`src/pkg/crc_pkg.sv`:
```
package crc_pkg;
  // Core clock and low-frequency tick
  localparam int CORE_CLK_HZ = 25000000;
  localparam int LF_DIV_DEFAULT = 8;
  // Filter timing in microseconds
  localparam int RST_MIN_US = 1500;
  localparam int RST_MAX_US = 4000;
  // Filter: 2000 us of steady low, counted in core cycles
  localparam int FILT_US = 2000;
  localparam int FILT_CYC = FILT_US * (CORE_CLK_HZ / 1000000);
  localparam int SYNC_STAGES = 2;
  // Reset value of the crystal frequency code: highest allowed
  localparam logic [3:0] XTAL_MAX_CODE = 4'hF;
  localparam logic [1:0] RATE_RESET = 2'h0;
  // Weak pull patterns: 1 means pull-up
  localparam logic [7:0] SER_PULL_UP = 8'h2E;
  localparam logic [15:0] GPIO_PULL_UP = 16'h0000;
  localparam int N_SER = 8;
  localparam int N_GPIO = 16;
endpackage

```
`src/rtl/crc_reset_ctrl.sv`:
```
`timescale 1ns/10ps
module crc_reset_ctrl
  import crc_pkg::*;
#(
  parameter int LF_DIV = LF_DIV_DEFAULT,
  parameter int FILT_CYCLES = FILT_CYC
) (
  input wire logic CORE_CLK_I,
  input wire logic RESET_I,
  input wire logic RST_N_I,
  input wire logic VDD_LOW_I,
  input wire logic VDD_OK_I,
  input wire logic UART_BREAK_I,
  input wire logic WDOG_EXPIRE_I,
  input wire logic XTAL_PRESENT_I,
  input wire logic XTAL_CFG_VALID_I,
  input wire logic [3:0] XTAL_CFG_I,
  output logic CHIP_RESET_O,
  output logic POR_O,
  output logic PAD_OE_N_O,
  output logic [N_SER-1:0] SER_PULL_UP_O,
  output logic [N_SER-1:0] SER_PULL_EN_O,
  output logic [N_GPIO-1:0] GPIO_PULL_UP_O,
  output logic [N_GPIO-1:0] GPIO_PULL_EN_O,
  output logic [3:0] XTAL_CODE_O,
  output logic SLOW_CLK_MODE_O,
  output logic OSC_FREE_RUN_O,
  output logic WARM_RESET_O,
  output logic STATE_VALID_O
);

  localparam int LFW = $clog2(LF_DIV + 1);
  localparam int FW = $clog2(FILT_CYCLES + 1);

  logic [LFW-1:0] lf_cnt_ff;
  logic lf_tick_ff;
  logic [SYNC_STAGES-1:0] pin_sync_ff;
  logic [FW-1:0] filt_cnt_ff;
  logic pin_rst_ff;
  logic por_ff;
  logic any_src;
  logic rst_hold_ff;
  logic cold_ff;

  // ----------------------------------------------------------------
  // Slow clock tick
  // ----------------------------------------------------------------
  // Divider standing in for the low-frequency oscillator
  always_ff @(posedge CORE_CLK_I or posedge RESET_I) begin
    if (RESET_I) begin
      lf_cnt_ff <= '0;
      lf_tick_ff <= 1'b0;
    end else if (lf_cnt_ff == LFW'(LF_DIV - 1)) begin
      lf_cnt_ff <= '0;
      lf_tick_ff <= 1'b1;
    end else begin
      lf_cnt_ff <= lf_cnt_ff + 1'b1;
      lf_tick_ff <= 1'b0;
    end
  end

  // ----------------------------------------------------------------
  // Pin filter
  // ----------------------------------------------------------------
  // Pin sampled on slow ticks only, so glitches are missed
  always_ff @(posedge CORE_CLK_I or posedge RESET_I) begin
    if (RESET_I) begin
      pin_sync_ff <= '1;
    end else if (lf_tick_ff) begin
      pin_sync_ff <= {pin_sync_ff[SYNC_STAGES-2:0], RST_N_I};
    end
  end

  // Count core cycles of steady low; 2 ms sits inside 1.5..4.0 ms
  always_ff @(posedge CORE_CLK_I or posedge RESET_I) begin
    if (RESET_I) begin
      filt_cnt_ff <= '0;
      pin_rst_ff <= 1'b0;
    end else if (pin_sync_ff[SYNC_STAGES-1]) begin
      filt_cnt_ff <= '0;
      pin_rst_ff <= 1'b0;
    end else if (filt_cnt_ff >= FW'(FILT_CYCLES)) begin
      pin_rst_ff <= 1'b1;
    end else begin
      filt_cnt_ff <= filt_cnt_ff + 1'b1;
    end
  end

  // ----------------------------------------------------------------
  // Power-on detector with hysteresis
  // ----------------------------------------------------------------
  // Low trips below the falling level, ok above the rising level
  always_ff @(posedge CORE_CLK_I or posedge RESET_I) begin
    if (RESET_I) begin
      por_ff <= 1'b1;
    end else if (VDD_LOW_I) begin
      por_ff <= 1'b1;
    end else if (VDD_OK_I) begin
      por_ff <= 1'b0;
    end
  end

  // ----------------------------------------------------------------
  // Combined reset
  // ----------------------------------------------------------------
  assign any_src = pin_rst_ff | por_ff | UART_BREAK_I | WDOG_EXPIRE_I;

  // Assert at once, release only on a slow tick
  always_ff @(posedge CORE_CLK_I or posedge RESET_I) begin
    if (RESET_I) begin
      rst_hold_ff <= 1'b1;
    end else if (any_src) begin
      rst_hold_ff <= 1'b1;
    end else if (lf_tick_ff) begin
      rst_hold_ff <= 1'b0;
    end
  end

  // Cold when the supply dropped; kept until the next pin, break or watchdog reset
  always_ff @(posedge CORE_CLK_I or posedge RESET_I) begin
    if (RESET_I) begin
      cold_ff <= 1'b1;
    end else if (por_ff) begin
      cold_ff <= 1'b1;
    end else if (any_src) begin
      cold_ff <= 1'b0;
    end
  end

  // ----------------------------------------------------------------
  // Outputs
  // ----------------------------------------------------------------
  // Pads: inputs or high-z with weak pulls while in reset
  always_ff @(posedge CORE_CLK_I or posedge RESET_I) begin
    if (RESET_I) begin
      CHIP_RESET_O <= 1'b1;
      POR_O <= 1'b1;
      PAD_OE_N_O <= 1'b1;
      SER_PULL_UP_O <= SER_PULL_UP;
      SER_PULL_EN_O <= '1;
      GPIO_PULL_UP_O <= GPIO_PULL_UP;
      GPIO_PULL_EN_O <= '1;
    end else begin
      CHIP_RESET_O <= rst_hold_ff | any_src;
      POR_O <= por_ff;
      PAD_OE_N_O <= rst_hold_ff | any_src | PAD_OE_N_O & ~lf_tick_ff;
      SER_PULL_UP_O <= SER_PULL_UP;
      SER_PULL_EN_O <= {N_SER{rst_hold_ff | any_src}};
      GPIO_PULL_UP_O <= GPIO_PULL_UP;
      GPIO_PULL_EN_O <= {N_GPIO{rst_hold_ff | any_src}};
    end
  end

  // Clock plan: top crystal code until software configures it
  always_ff @(posedge CORE_CLK_I or posedge RESET_I) begin
    if (RESET_I) begin
      XTAL_CODE_O <= XTAL_MAX_CODE;
      SLOW_CLK_MODE_O <= 1'b1;
      OSC_FREE_RUN_O <= 1'b1;
    end else begin
      OSC_FREE_RUN_O <= ~XTAL_PRESENT_I;
      if (rst_hold_ff | any_src) begin
        XTAL_CODE_O <= XTAL_MAX_CODE;
        SLOW_CLK_MODE_O <= 1'b1;
      end else if (XTAL_CFG_VALID_I) begin
        XTAL_CODE_O <= XTAL_CFG_I;
        SLOW_CLK_MODE_O <= 1'b0;
      end
    end
  end

  // Warm flag tells software the rate and RAM may be trusted
  always_ff @(posedge CORE_CLK_I or posedge RESET_I) begin
    if (RESET_I) begin
      WARM_RESET_O <= 1'b0;
      STATE_VALID_O <= 1'b0;
    end else begin
      WARM_RESET_O <= ~cold_ff;
      STATE_VALID_O <= ~cold_ff & ~rst_hold_ff;
    end
  end

  // ----------------------------------------------------------------
  // Assertions
  // ----------------------------------------------------------------
  a_source_resets: assert property (@(posedge CORE_CLK_I) disable iff (RESET_I)
    (UART_BREAK_I | WDOG_EXPIRE_I) |=> CHIP_RESET_O)
    else $error("source did not reset");
  a_pin_filtered: assert property (@(posedge CORE_CLK_I) disable iff (RESET_I)
    $rose(pin_rst_ff) |-> !$past(pin_sync_ff[SYNC_STAGES-1]))
    else $error("pin reset without low pin");
  a_pin_delay: assert property (@(posedge CORE_CLK_I) disable iff (RESET_I)
    $rose(pin_rst_ff) |-> filt_cnt_ff == FW'(FILT_CYCLES))
    else $error("pin reset delay wrong");
  a_por_hyst: assert property (@(posedge CORE_CLK_I) disable iff (RESET_I)
    VDD_LOW_I |=> por_ff ##1 POR_O)
    else $error("power-on reset missed");
  a_pads_safe: assert property (@(posedge CORE_CLK_I) disable iff (RESET_I)
    CHIP_RESET_O |-> PAD_OE_N_O && (&SER_PULL_EN_O))
    else $error("pads driven in reset");
  a_xtal_max: assert property (@(posedge CORE_CLK_I) disable iff (RESET_I)
    CHIP_RESET_O |-> XTAL_CODE_O == XTAL_MAX_CODE && SLOW_CLK_MODE_O)
    else $error("crystal code not max");
  a_osc_free: assert property (@(posedge CORE_CLK_I) disable iff (RESET_I)
    !XTAL_PRESENT_I |=> OSC_FREE_RUN_O)
    else $error("oscillator not free-running");
  a_pull_dirs: assert property (@(posedge CORE_CLK_I) disable iff (RESET_I)
    SER_PULL_UP_O == SER_PULL_UP && GPIO_PULL_UP_O == GPIO_PULL_UP)
    else $error("pull direction wrong");
  a_cold_state: assert property (@(posedge CORE_CLK_I) disable iff (RESET_I)
    por_ff |=> ##1 !STATE_VALID_O && !WARM_RESET_O)
    else $error("cold reset kept state");
  a_release_tick: assert property (@(posedge CORE_CLK_I) disable iff (RESET_I)
    $fell(rst_hold_ff) |-> $past(lf_tick_ff) && !$past(any_src))
    else $error("release off slow tick");
  c_pin_reset: cover property (@(posedge CORE_CLK_I) $rose(pin_rst_ff));
  c_warm: cover property (@(posedge CORE_CLK_I) $rose(WARM_RESET_O));
  c_xtal_cfg: cover property (@(posedge CORE_CLK_I) $fell(SLOW_CLK_MODE_O));
endmodule

```
`config.mk`:
```
export PLATFORM = sky130hd
export DESIGN_NAME = crc_reset_ctrl
export DESIGN_NICKNAME = d
export VERILOG_FILES = /design/src/pkg/crc_pkg.sv /design/src/rtl/crc_reset_ctrl.sv
export SDC_FILE = /design/constraint.sdc
export NUM_CORES = 1
export LEC_CHECK = 0
export ABC_AREA = 1
export BUFFER_PORTS_ARGS = -buffer_cell sky130_fd_sc_hd__buf_2
export CAP_MARGIN = 15
export CORE_ASPECT_RATIO = 0.9
export CORE_MARGIN = 8
export CORE_UTILIZATION = 40
export CTS_BUF_LIST = sky130_fd_sc_hd__clkbuf_8
export DETAILED_ROUTE_END_ITERATION = 7
export MAX_ROUTING_LAYER = met4
export PLACE_DENSITY = 0.72
export SYNTH_ARGS = -nofsm -noshare
export SYNTH_HDL_FRONTEND = slang
export SYNTH_SLANG_ARGS = --single-unit
```
`constraint.sdc`:
```
create_clock -name CORE_CLK_I -period 2.1 [get_ports CORE_CLK_I]
set_clock_uncertainty 0.05 [all_clocks]
set_input_delay 0.42 -clock CORE_CLK_I [delete_from_list [all_inputs] [get_ports CORE_CLK_I]]
set_output_delay 0.42 -clock CORE_CLK_I [all_outputs]
set_load 0.01 [all_outputs]
```
==> flow_metrics.env, run 1 <==
export IMPL_routedWlPerCell_um=11.8
export IMPL_initial_core_util_pct=41.9
export IMPL_yosys_top_cells_area="dfrtp_1 27%, dfstp_2 17%, buf_4 16%"
export IMPL_status="finished, final reports clean"
export IMPL_ys_warn_count=0
export IMPL_finalHoldViolCount=0
export IMPL_vdd_drop_max_v=0.000268
export IMPL_grt_remaining_overflow=0
export IMPL_ys_types=30
export IMPL_final_max_slew_viol_count=0
export IMPL_cp_depth=1
export IMPL_die_w_um=94.4
export IMPL_end_kind="primary output"
export IMPL_drc=0
export IMPL_cts_buffers=5
export IMPL_grt_pass1_wl_um=7020
export IMPL_clk_latency_ns=0.29
export IMPL_avgViaCountPerCell=4.41
export IMPL_maxCapViolations=0
export IMPL_yosysSeqAreaShare_pct=43.7
export IMPL_synth_cells=268
export IMPL_ys_ff_latch=38
export IMPL_cts_setup_buffers=0
export IMPL_async_reset_ff_share_pct=100
export IMPL_fin_nets=309
export IMPL_crit_fanout=25
export IMPL_cts_tree="built"
export IMPL_critPathLaunchType="flip-flop"
export IMPL_powerDensity_nw_per_um2=580
export IMPL_dp_hpwl_um=3290
export IMPL_coreArea_um2=5290
export IMPL_num_fill_cells=509
export IMPL_synth_edf_count=0
export IMPL_final_setup_tns_ns=0
export IMPL_drt_iter0_drc=61
export IMPL_synth_top_area_share_pct=27.1
export IMPL_period_needed_ns=1.66
export IMPL_path_clk_slew_ns=0.07
export IMPL_cts_root_buffer="clkbuf_8"
export IMPL_slowest_delay_ns=0.70
export IMPL_totalWireLength_um=4260
export IMPL_grt_use_total_pct=11.0
export IMPL_postSynthAreaPerCell_um2=8.26
export IMPL_dr_pass1_iters=4
export IMPL_clock_sinks=38
export IMPL_reg2reg_depth=7
export IMPL_drive_gt1_share_pct=27.2
export IMPL_slew_limit_headroom_pct=61.4
export IMPL_slowest_stage="dfstp_2"
export IMPL_crit_buf_inv=1
export IMPL_rows=25
export IMPL_antenna_left=0
export IMPL_clock_path_buffers=2
export IMPL_rsz0062_at_grt="no"
export IMPL_grt_max_degree=39
export IMPL_io_buffers=47
export IMPL_grt_pass1_vias=1536
export IMPL_place_gp_congestion=0.856
export IMPL_worst_slew_pin_slew_ns=0.579
export IMPL_synth_area_um2=2210
export IMPL_ios=72
export IMPL_diodes=0
export IMPL_critPathArrivalTime_ns=1.19
export IMPL_synth_largest_area_cell="dfrtp_1"
export IMPL_critPathKind="flip-flop to primary output"
export IMPL_p_leak_nw=1.22
export IMPL_layout_commonest_cell="nand2_1"
export IMPL_fp_dieArea_um2=8180
export IMPL_ctsHoldBuffers=0
export IMPL_area_delta_synth_final_pct=5.20
export IMPL_ys_flop_type="dfrtp_1"
export IMPL_htreeDepth=2
export IMPL_antenna_found_initial=0
export IMPL_path_cells="buf_2"
export IMPL_critPathRequiredTime_ns=1.63
export IMPL_min_period_over_period_pct=79.1
export IMPL_die_y_um=86.6
export IMPL_vias=1592
export IMPL_path_delay_family="flip-flops"
export IMPL_fmax_mhz=602
export IMPL_setup_violations=0
export IMPL_mostFrequentLayoutCells="63 x nand2_1, 47 x buf_2, 28 x nand3_1"
export IMPL_worstHoldPathType="input port to async pin"
export IMPL_ctsResizeCount=0
export IMPL_p_total_mw=1.35
-- metrics by stage --
step | util [%] | hold WS (ns) | setup WS [ns] | cell area [um^2] | instances
after floorplan | - | 0.304 | 0.717 | 2300 | 290
after global placement | 42.3 | 0.307 | 0.670 | 2240 | 353
after detailed placement | 42.3 | 0.309 | 0.612 | 2240 | 353
after global routing | 44.1 | 0.160 | 0.333 | 2330 | 361
final | 44.1 | 0.177 | 0.439 | 2330 | 361
after CTS | 44.1 | 0.166 | 0.413 | 2330 | 361
-- layer usage --
metal / track usage (%) / vias up / part of all wire, %
met5: - / - / 0
met4: 4.75 / 0 / 1.9
met3: 4.15 / 7 / 11
met2: 18.6 / 59 / 46
met1: 11.2 / 716 / 41
li1: - / 810 / -
-- synth_stat cells, types with 2 or more instances --
| cell type | n |
|---|---|
| buf_2 | 2 |
| nor2_1 | 17 |
| mux2i_1 | 2 |
| conb_1 | 2 |
| inv_2 | 3 |
| o21ai_1 | 2 |
| o21ai_0 | 9 |
| buf_4 | 48 |
| inv_1 | 26 |
| nand2_1 | 63 |
| ha_1 | 3 |
| o211ai_1 | 2 |
| xnor2_1 | 3 |
| nand4_1 | 4 |
| nand3_1 | 28 |
| nor2_4 | 2 |
| dfstp_2 | 14 |
| dfrtp_1 | 24 |
| xor2_1 | 3 |
-- power breakdown --
group / switching [mW] / total (mW) / internal, mW / leakage (nW)
sequential: 0.00879 / 0.761 / 0.752 / 0.475
clock: 0.246 / 0.506 / 0.260 / 0.0524
combinational: 0.0626 / 0.0854 / 0.0228 / 0.689
total: 0.317 / 1.35 / 1.03 / 1.22
-- layout make-up --
| type | count | area [um^2] | share of cell area, % |
|---|---|---|---|
| clock buffers | 6 | 82.6 | 3.54 |
| clock inverters | 2 | 8.76 | 0.376 |
| inverters | 29 | 109 | 4.67 |
| multi-input cells | 171 | 835 | 35.8 |
| flip-flops and latches | 38 | 968 | 41.6 |
| well taps | 67 | 83.8 | 3.60 |
| repair buffers | 48 | 243 | 10.4 |
-- worst paths after layout --
check	from	end	slack (ns)
min reg2reg	por_ff$_DFFE_PP1P_	POR_O$_DFF_PP1_	0.32
min in group CORE_CLK_I	XTAL_PRESENT_I	OSC_FREE_RUN_O$_DFF_PP1_	0.18
min	RESET_I	filt_cnt_ff[5]$_DFFE_PP0P_	0.18
max reg2reg	filt_cnt_ff[13]$_DFFE_PP0P_	filt_cnt_ff[10]$_DFFE_PP0P_	0.60
max in group asynchronous	RESET_I	cold_ff$_DFFE_PP1P_	1.47
max	GPIO_PULL_EN_O[0]$_DFF_PP1_	GPIO_PULL_EN_O[8]	0.44
-- flip-flops by register name (all words and copies together), names as in the netlist --
name and count:
XTAL_CODE_O 4, STATE_VALID_O 1, PAD_OE_N_O 1, GPIO_PULL_EN_O 1
cold_ff 1, pin_rst_ff 1, rst_hold_ff 1, lf_cnt_ff 4
pin_sync_ff 2, filt_cnt_ff 16, WARM_RESET_O 1, lf_tick_ff 1
SLOW_CLK_MODE_O 1, POR_O 1, por_ff 1, OSC_FREE_RUN_O 1
-- kinds of logic (layout without fill, tap and decap cells) --
| group | Yosys count | in the layout | share of synthesized area, % |
|---|---|---|---|
| other cells | 2 | 24 | 0.339 |
| flops | 38 | 38 | 43.7 |
| fa+ha+maj | 3 | 3 | 1.70 |
| compound gates | 16 | 16 | 4.24 |
| buf+inv | 81 | 85 | 22.3 |
| mux | 3 | 3 | 1.41 |
| xor+xnor | 6 | 6 | 2.37 |
| simple gates | 119 | 119 | 23.9 |
Note: power is estimated with default switching activity, not from simulation.
==> run 2: changes to the inputs <==
Settings changed: PLACE_DENSITY 0.72 to 0.75.
Clock period 2.1 ns to 1.5 ns, I/O delays scaled along.
==> run 2 against run 1 <==
Clock power up 39%; critical path depth up 1; routed wire length up 14%; count of clock-buffer cells in the layout unchanged; global-route usage up 0.78 points; register-to-register slack worse by 0.52 ns; sequential power up 41%; final cell count up 3.9%; first-iteration DRC count rose to 2.5 times the previous value; die area unchanged; non-clock buffer count up 10; critical path type unchanged; highest routed layer unchanged.
==> flow_metrics.env, run 2 (synthesized netlist as in run 1, its figures left out) <==
export IMPL_place_inst=358
export IMPL_largest_register="filt_cnt_ff"
export IMPL_drive_gt1_share_pct=32.5
export IMPL_die_y_um=86.6
export IMPL_htreeDepth=2
export IMPL_slowest_delay_ns=0.55
export IMPL_vdd_drop_max_v=0.000472
export IMPL_finalInstanceArea_um2=2490
export IMPL_critPathRequiredTime_ns=1.15
export IMPL_setup_violations=0
export IMPL_final_max_slew_viol_count=0
export IMPL_vias=1721
export IMPL_ios=72
export IMPL_critPathLaunchType="flip-flop"
export IMPL_reg2reg_from="filt_cnt_ff[13]$_DFFE_PP0P_"
export IMPL_finalNonFillerCells=375
export IMPL_ctsHoldBuffers=0
export IMPL_diodes=0
export IMPL_period_needed_ns=1.46
export IMPL_end_kind="primary output"
export IMPL_initial_core_util_pct=41.9
export IMPL_avgViaCountPerCell=4.59
export IMPL_p_leak_nw=1.29
export IMPL_postLayoutCoreUtil_pct=47.1
export IMPL_critPathArrivalTime_ns=1.11
export IMPL_cts_buffers=5
export IMPL_clock_path_buffers=2
export IMPL_dp_hpwl_um=3390
export IMPL_reg_top3="filt_cnt_ff (16), XTAL_CODE_O (4), lf_cnt_ff (4)"
export IMPL_grt_remaining_overflow=0
export IMPL_dr_pass1_iters=4
export IMPL_fin_nets=323
export IMPL_reg2reg_depth=7
export IMPL_place_area_um2=2290
export IMPL_mostFrequentLayoutCells="62 x nand2_1, 47 x buf_2, 28 x nand3_1"
export IMPL_powerDensity_nw_per_um2=764
export IMPL_final_setup_worst_slack_ns=0.0430
export IMPL_status="finished, final reports clean"
export IMPL_place_gp_congestion=0.956
export IMPL_io_buffers=47
export IMPL_grt_pass1_vias=1581
export IMPL_routedWlPerCell_um=12.9
export IMPL_antenna_left=0
export IMPL_drt_iter0_drc=153
export IMPL_fp_dieArea_um2=8180
export IMPL_largest_reg_flops=16
export IMPL_coreArea_um2=5290
export IMPL_grt_use_total_pct=11.8
export IMPL_min_period_over_period_pct=97.1
export IMPL_grt_max_degree=39
export IMPL_rsz0062_at_grt="yes"
export IMPL_area_delta_synth_final_pct=12.4
export IMPL_grt_pass1_wl_um=7530
export IMPL_slowest_stage="dfstp_2"
export IMPL_path_cells="buf_4 -> buf_2"
export IMPL_cts_tree="built"
export IMPL_final_setup_tns_ns=0
export IMPL_crit_fanout=8
export IMPL_critPathKind="flip-flop to primary output"
export IMPL_cts_root_buffer="clkbuf_8"
export IMPL_maxCapViolations=0
export IMPL_totalWireLength_um=4850
export IMPL_drc=0
export IMPL_clock_sinks=38
export IMPL_antenna_found_initial=0
export IMPL_rows=25
export IMPL_r2r_slack_ns=0.08
export IMPL_fmax_mhz=686
export IMPL_path_clk_slew_ns=0.07
export IMPL_clk_latency_ns=0.29
export IMPL_worstHoldPathType="input port to async pin"
export IMPL_die_w_um=94.4
export IMPL_worstReg2RegEnd="filt_cnt_ff[7]$_DFFE_PP0P_"
export IMPL_finalHoldViolCount=0
export IMPL_layout_commonest_cell="nand2_1"
export IMPL_preCtsSetupSlack_ns=-0.00690
run 2: worst max-delay path, delay by kind of cell, from the launching register on:
family / cells / cell delay, ns
DFF: 1 / 0.55
buffers and inverters: 2 / 0.27
run 2: area by class of cell:
| type | count | area [um^2] |
|---|---|---|
| multi-input combinational | 175 | 900 |
| clock buffer | 6 | 82.6 |
| clock inverter | 2 | 8.76 |
| inverter | 29 | 109 |
| fill | 481 | 2800 |
| tap | 67 | 83.8 |
| timing repair buffer | 58 | 334 |
| sequential | 38 | 971 |
run 2: how the worst max path moves through the flow:
stage                                 from                          end  slack [ns]
6_report       GPIO_PULL_EN_O[0]$_DFF_PP1_            GPIO_PULL_EN_O[0]        0.04
5_1_grt        GPIO_PULL_EN_O[0]$_DFF_PP1_            GPIO_PULL_EN_O[0]       -0.01
4_1_cts        GPIO_PULL_EN_O[0]$_DFF_PP1_             SER_PULL_EN_O[5]        0.03
3_5_place_dp   filt_cnt_ff[13]$_DFFE_PP0P_  filt_cnt_ff[10]$_DFFE_PP0P_      -0.007
3_3_place_gp   filt_cnt_ff[13]$_DFFE_PP0P_   filt_cnt_ff[2]$_DFFE_PP0P_        0.06
2_1_floorplan  GPIO_PULL_EN_O[0]$_DFF_PP1_            GPIO_PULL_EN_O[0]        0.24
run 2: per-stage QoR:
stage / hold slack, ns / power (mW)
after detailed placement: 0.311 / 1.21
final: 0.000480 / 1.90
after floorplan: 0.276 / 1.21
after global routing: 0.0293 / 2.00
after CTS: 0.00361 / 1.92
after global placement: 0.307 / 1.21
run 2: power breakdown:
| part | internal (mW) | switching (mW) | leakage [nW] |
|---|---|---|---|
| clock network | 0.364 | 0.341 | 0.0524 |
| registers | 1.05 | 0.0134 | 0.471 |
| logic | 0.0401 | 0.0921 | 0.765 |
| total | 1.46 | 0.446 | 1.29 |
run 2: metal layers:
layer / share of wire (%) / global-route usage [%] / up-vias
li1: - / - / 852
met1: 41 / 14.2 / 772
met5: 0 / - / -
met4: 1.7 / 5.90 / 0
met3: 12 / 3.37 / 8
met2: 45 / 17.7 / 89
run 2: timing repair:
action                     CTS  global route
setup endpoints to repair   35            31
cloned                       1             3
gates resized for setup      2            11
pin swaps                    0             5
setup buffers                3             2
==> run 3: changes to the inputs <==
Settings changed: ABC_AREA 1 to default, PLACE_DENSITY 0.75 to 0.73.
Clock period 1.5 ns to 1.6 ns, I/O delays scaled along.
==> run 3 against run 2 <==
Critical endpoint is now filt_cnt_ff[8]$_DFFE_PP0P_; count of clock-buffer cells in the layout decreased by 1; area after synthesis decreased by 7.7%; die area decreased by 6.4%; clock power increased by 12%; the run now ends with negative setup slack left; cell area decreased by 6.5%; worst hold slack improved by 0.069 ns; critical path depth increased by 3; core utilization increased by 0.47 points; non-clock buffer count increased by 8; first-iteration DRC count decreased by 73%.
==> flow_metrics.env, run 3 <==
export IMPL_mostFrequentLayoutCells="47 x buf_2, 24 x dfrtp_1, 24 x conb_1"
export IMPL_finalHoldViolCount=0
export IMPL_drt_iter0_drc=42
export IMPL_antenna_found_initial=0
export IMPL_reg2reg_depth=5
export IMPL_ys_types=39
export IMPL_postLayoutCoreUtil_pct=47.5
export IMPL_clk_latency_ns=0.29
export IMPL_totalWireLength_um=3850
export IMPL_drc=0
export IMPL_yosys_top_cells_area="dfrtp_1 29%, dfstp_2 18%, buf_4 18%"
export IMPL_setup_violations=1
export IMPL_maxCapViolations=0
export IMPL_area_delta_synth_final_pct=13.9
export IMPL_preCtsSetupSlack_ns=-0.0655
export IMPL_yosysSeqAreaShare_pct=47.4
export IMPL_slowest_stage="or4_4"
export IMPL_avgViaCountPerCell=4.39
export IMPL_worstHoldPathType="input port to async pin"
export IMPL_layout_commonest_cell="buf_2"
export IMPL_synth_top_area_share_pct=29.4
export IMPL_violations="negative setup slack"
export IMPL_grt_pass1_vias=1383
export IMPL_die_y_um=83.8
export IMPL_path_delay_family="simple AND/OR/NAND/NOR gates"
export IMPL_clock_path_buffers=2
export IMPL_min_period_over_period_pct=104
export IMPL_ctsHoldBuffers=0
export IMPL_fmax_mhz=599
export IMPL_vias=1364
export IMPL_largest_register="filt_cnt_ff"
export IMPL_cts_buffers=5
export IMPL_io_buffers=47
export IMPL_place_gp_congestion=0.824
export IMPL_diodes=0
export IMPL_grt_remaining_overflow=0
export IMPL_htreeDepth=2
export IMPL_die_w_um=91.3
export IMPL_grt_pass1_wl_um=6540
export IMPL_synth_area_um2=2040
export IMPL_critPathKind="flip-flop to flip-flop"
export IMPL_vdd_drop_max_v=0.000399
export IMPL_reg2reg_from="filt_cnt_ff[11]$_DFFE_PP0P_"
export IMPL_async_reset_ff_share_pct=100
export IMPL_synth_largest_area_cell="dfrtp_1"
export IMPL_status="finished with violations"
export IMPL_rsz0062_at_grt="yes"
export IMPL_slowest_delay_ns=0.51
export IMPL_fp_dieArea_um2=7650
export IMPL_postSynthAreaPerCell_um2=10.1
export IMPL_critPathRequiredTime_ns=1.77
export IMPL_grt_use_total_pct=10.7
export IMPL_synth_cells=203
export IMPL_holdWs_ns=0.0690
export IMPL_final_seq_area_um2=972
export IMPL_r2r_slack_ns=-0.07
export IMPL_rows=24
export IMPL_period_needed_ns=1.67
export IMPL_coreArea_um2=4890
export IMPL_grt_max_degree=39
export IMPL_reg_top3="filt_cnt_ff (16), XTAL_CODE_O (4), lf_cnt_ff (4)"
export IMPL_cts_root_buffer="clkbuf_8"
export IMPL_synth_edf_count=0
export IMPL_fin_nets=261
export IMPL_num_fill_cells=461
export IMPL_path_clk_slew_ns=0.07
export IMPL_crit_buf_inv=0
export IMPL_p_leak_nw=1.12
export IMPL_critPathLaunchType="flip-flop"
export IMPL_routedWlPerCell_um=12.4
export IMPL_end_kind="flip-flop"
export IMPL_crit_fanout=4
export IMPL_dp_hpwl_um=2900
export IMPL_final_max_slew_viol_count=0
export IMPL_ys_warn_count=0
export IMPL_worstReg2RegEnd="filt_cnt_ff[8]$_DFFE_PP0P_"
export IMPL_path_cells="nor4_2 -> o21a_2 -> nor2_2 -> or4_4 -> a21oi_2"
export IMPL_critPathArrivalTime_ns=1.84
export IMPL_ys_flop_type="dfrtp_1"
export IMPL_antenna_left=0
export IMPL_multi_input_area_um2=742
export IMPL_cts_tree="built"
export IMPL_ios=72
export IMPL_powerDensity_nw_per_um2=816
export IMPL_ys_ff_latch=38
export IMPL_p_total_mw=1.90
export IMPL_synthTopCellsByCount="48 x buf_4, 24 x dfrtp_1, 21 x nor2_1, 14 x dfstp_2, 11 x inv_1"
export IMPL_final_setup_worst_slack_ns=-0.0701
export IMPL_largest_reg_flops=16
export IMPL_drive_gt1_share_pct=41.5
export IMPL_synth_most_common_cell="buf_4"
export IMPL_clock_sinks=38
export IMPL_dr_pass1_iters=4
export IMPL_initial_core_util_pct=41.7
[run 3: changes by cell type in the layout (fill, tap and decap cells not counted), moves of 4 or more]
cell     before  now
xor2_1        3   10
nor2_1       14   19
nand2_1      62    9
inv_1        27   11
nand3_1      28    4
nor2_4        4    0
buf_4         9   18
[run 3: power by group]
part           total [mW]  internal [mW]  switching (mW)
Sequential           1.01          0.987          0.0188
Combinational       0.105         0.0336          0.0710
Clock               0.789          0.458           0.331
Total                1.90           1.48           0.421
[run 3: worst max-delay path by stage]
stage	to	from	depth (start not counted)	slack, ns
final	filt_cnt_ff[8]$_DFFE_PP0P_	filt_cnt_ff[11]$_DFFE_PP0P_	5	-0.07
after global routing	filt_cnt_ff[8]$_DFFE_PP0P_	filt_cnt_ff[11]$_DFFE_PP0P_	5	-0.12
after CTS	filt_cnt_ff[8]$_DFFE_PP0P_	filt_cnt_ff[11]$_DFFE_PP0P_	5	-0.07
after detailed placement	filt_cnt_ff[8]$_DFFE_PP0P_	filt_cnt_ff[11]$_DFFE_PP0P_	5	-0.07
after global placement	filt_cnt_ff[8]$_DFFE_PP0P_	filt_cnt_ff[11]$_DFFE_PP0P_	5	-0.04
after floorplan	filt_cnt_ff[8]$_DFFE_PP0P_	filt_cnt_ff[11]$_DFFE_PP0P_	5	-0.01
[run 3: logic make-up (layout without fill, tap and decap cells)]
logic type	Yosys count	after routing	share of synthesized area (%)
buffers and inverters	64	85	21.3
AO/OA/AOI/OAI	26	26	8.39
multiplexers	7	7	3.55
AND/OR/NAND/NOR	52	52	12.4
adder cells (fa/ha/maj)	3	3	1.84
other	2	24	0.368
flip-flops	38	38	47.4
XOR/XNOR	11	11	4.72
[run 3: worst reg2reg max path: cells and delay by family, from the launching register on]
kind | cells | cell delay [ns]
AND/OR/NAND/NOR | 3 | 0.83
flip-flops | 1 | 0.39
AO/OA/AOI/OAI | 2 | 0.34
[run 3: layout make-up]
cell class	instances	share of cell area (%)
clock buffers	5	2.96
clock inverters	3	1.72
inverters	11	1.77
multi-input cells	123	31.9
flip-flops and latches	38	41.8
well taps	65	3.49
repair buffers	66	16.4
[run 3: per-layer routing]
layer / routed length (um) / vias up / global-route usage [%]
met5: 0 / - / -
met4: 70 / 0 / 5.79
met3: 442 / 6 / 4.95
met2: 1790 / 54 / 16.8
met1: 1550 / 629 / 10.9
li1: - / 675 / -
[run 3: what timing repair did]
action / in CTS / in global routing
setup endpoints to repair: 1 / 35
buffers inserted: 0 / 1
pin swaps: 0 / 1
resized for setup: 0 / 8
[run 3: metrics by stage]
step | cells | instance area, um^2 | setup TNS, ns
after floorplan | 225 | 2130 | -0.0220
after global placement | 302 | 2180 | -0.0390
after detailed placement | 302 | 2180 | -0.0655
after CTS | 310 | 2290 | -0.0678
after global routing | 311 | 2330 | -0.487
final | 311 | 2330 | -0.0701
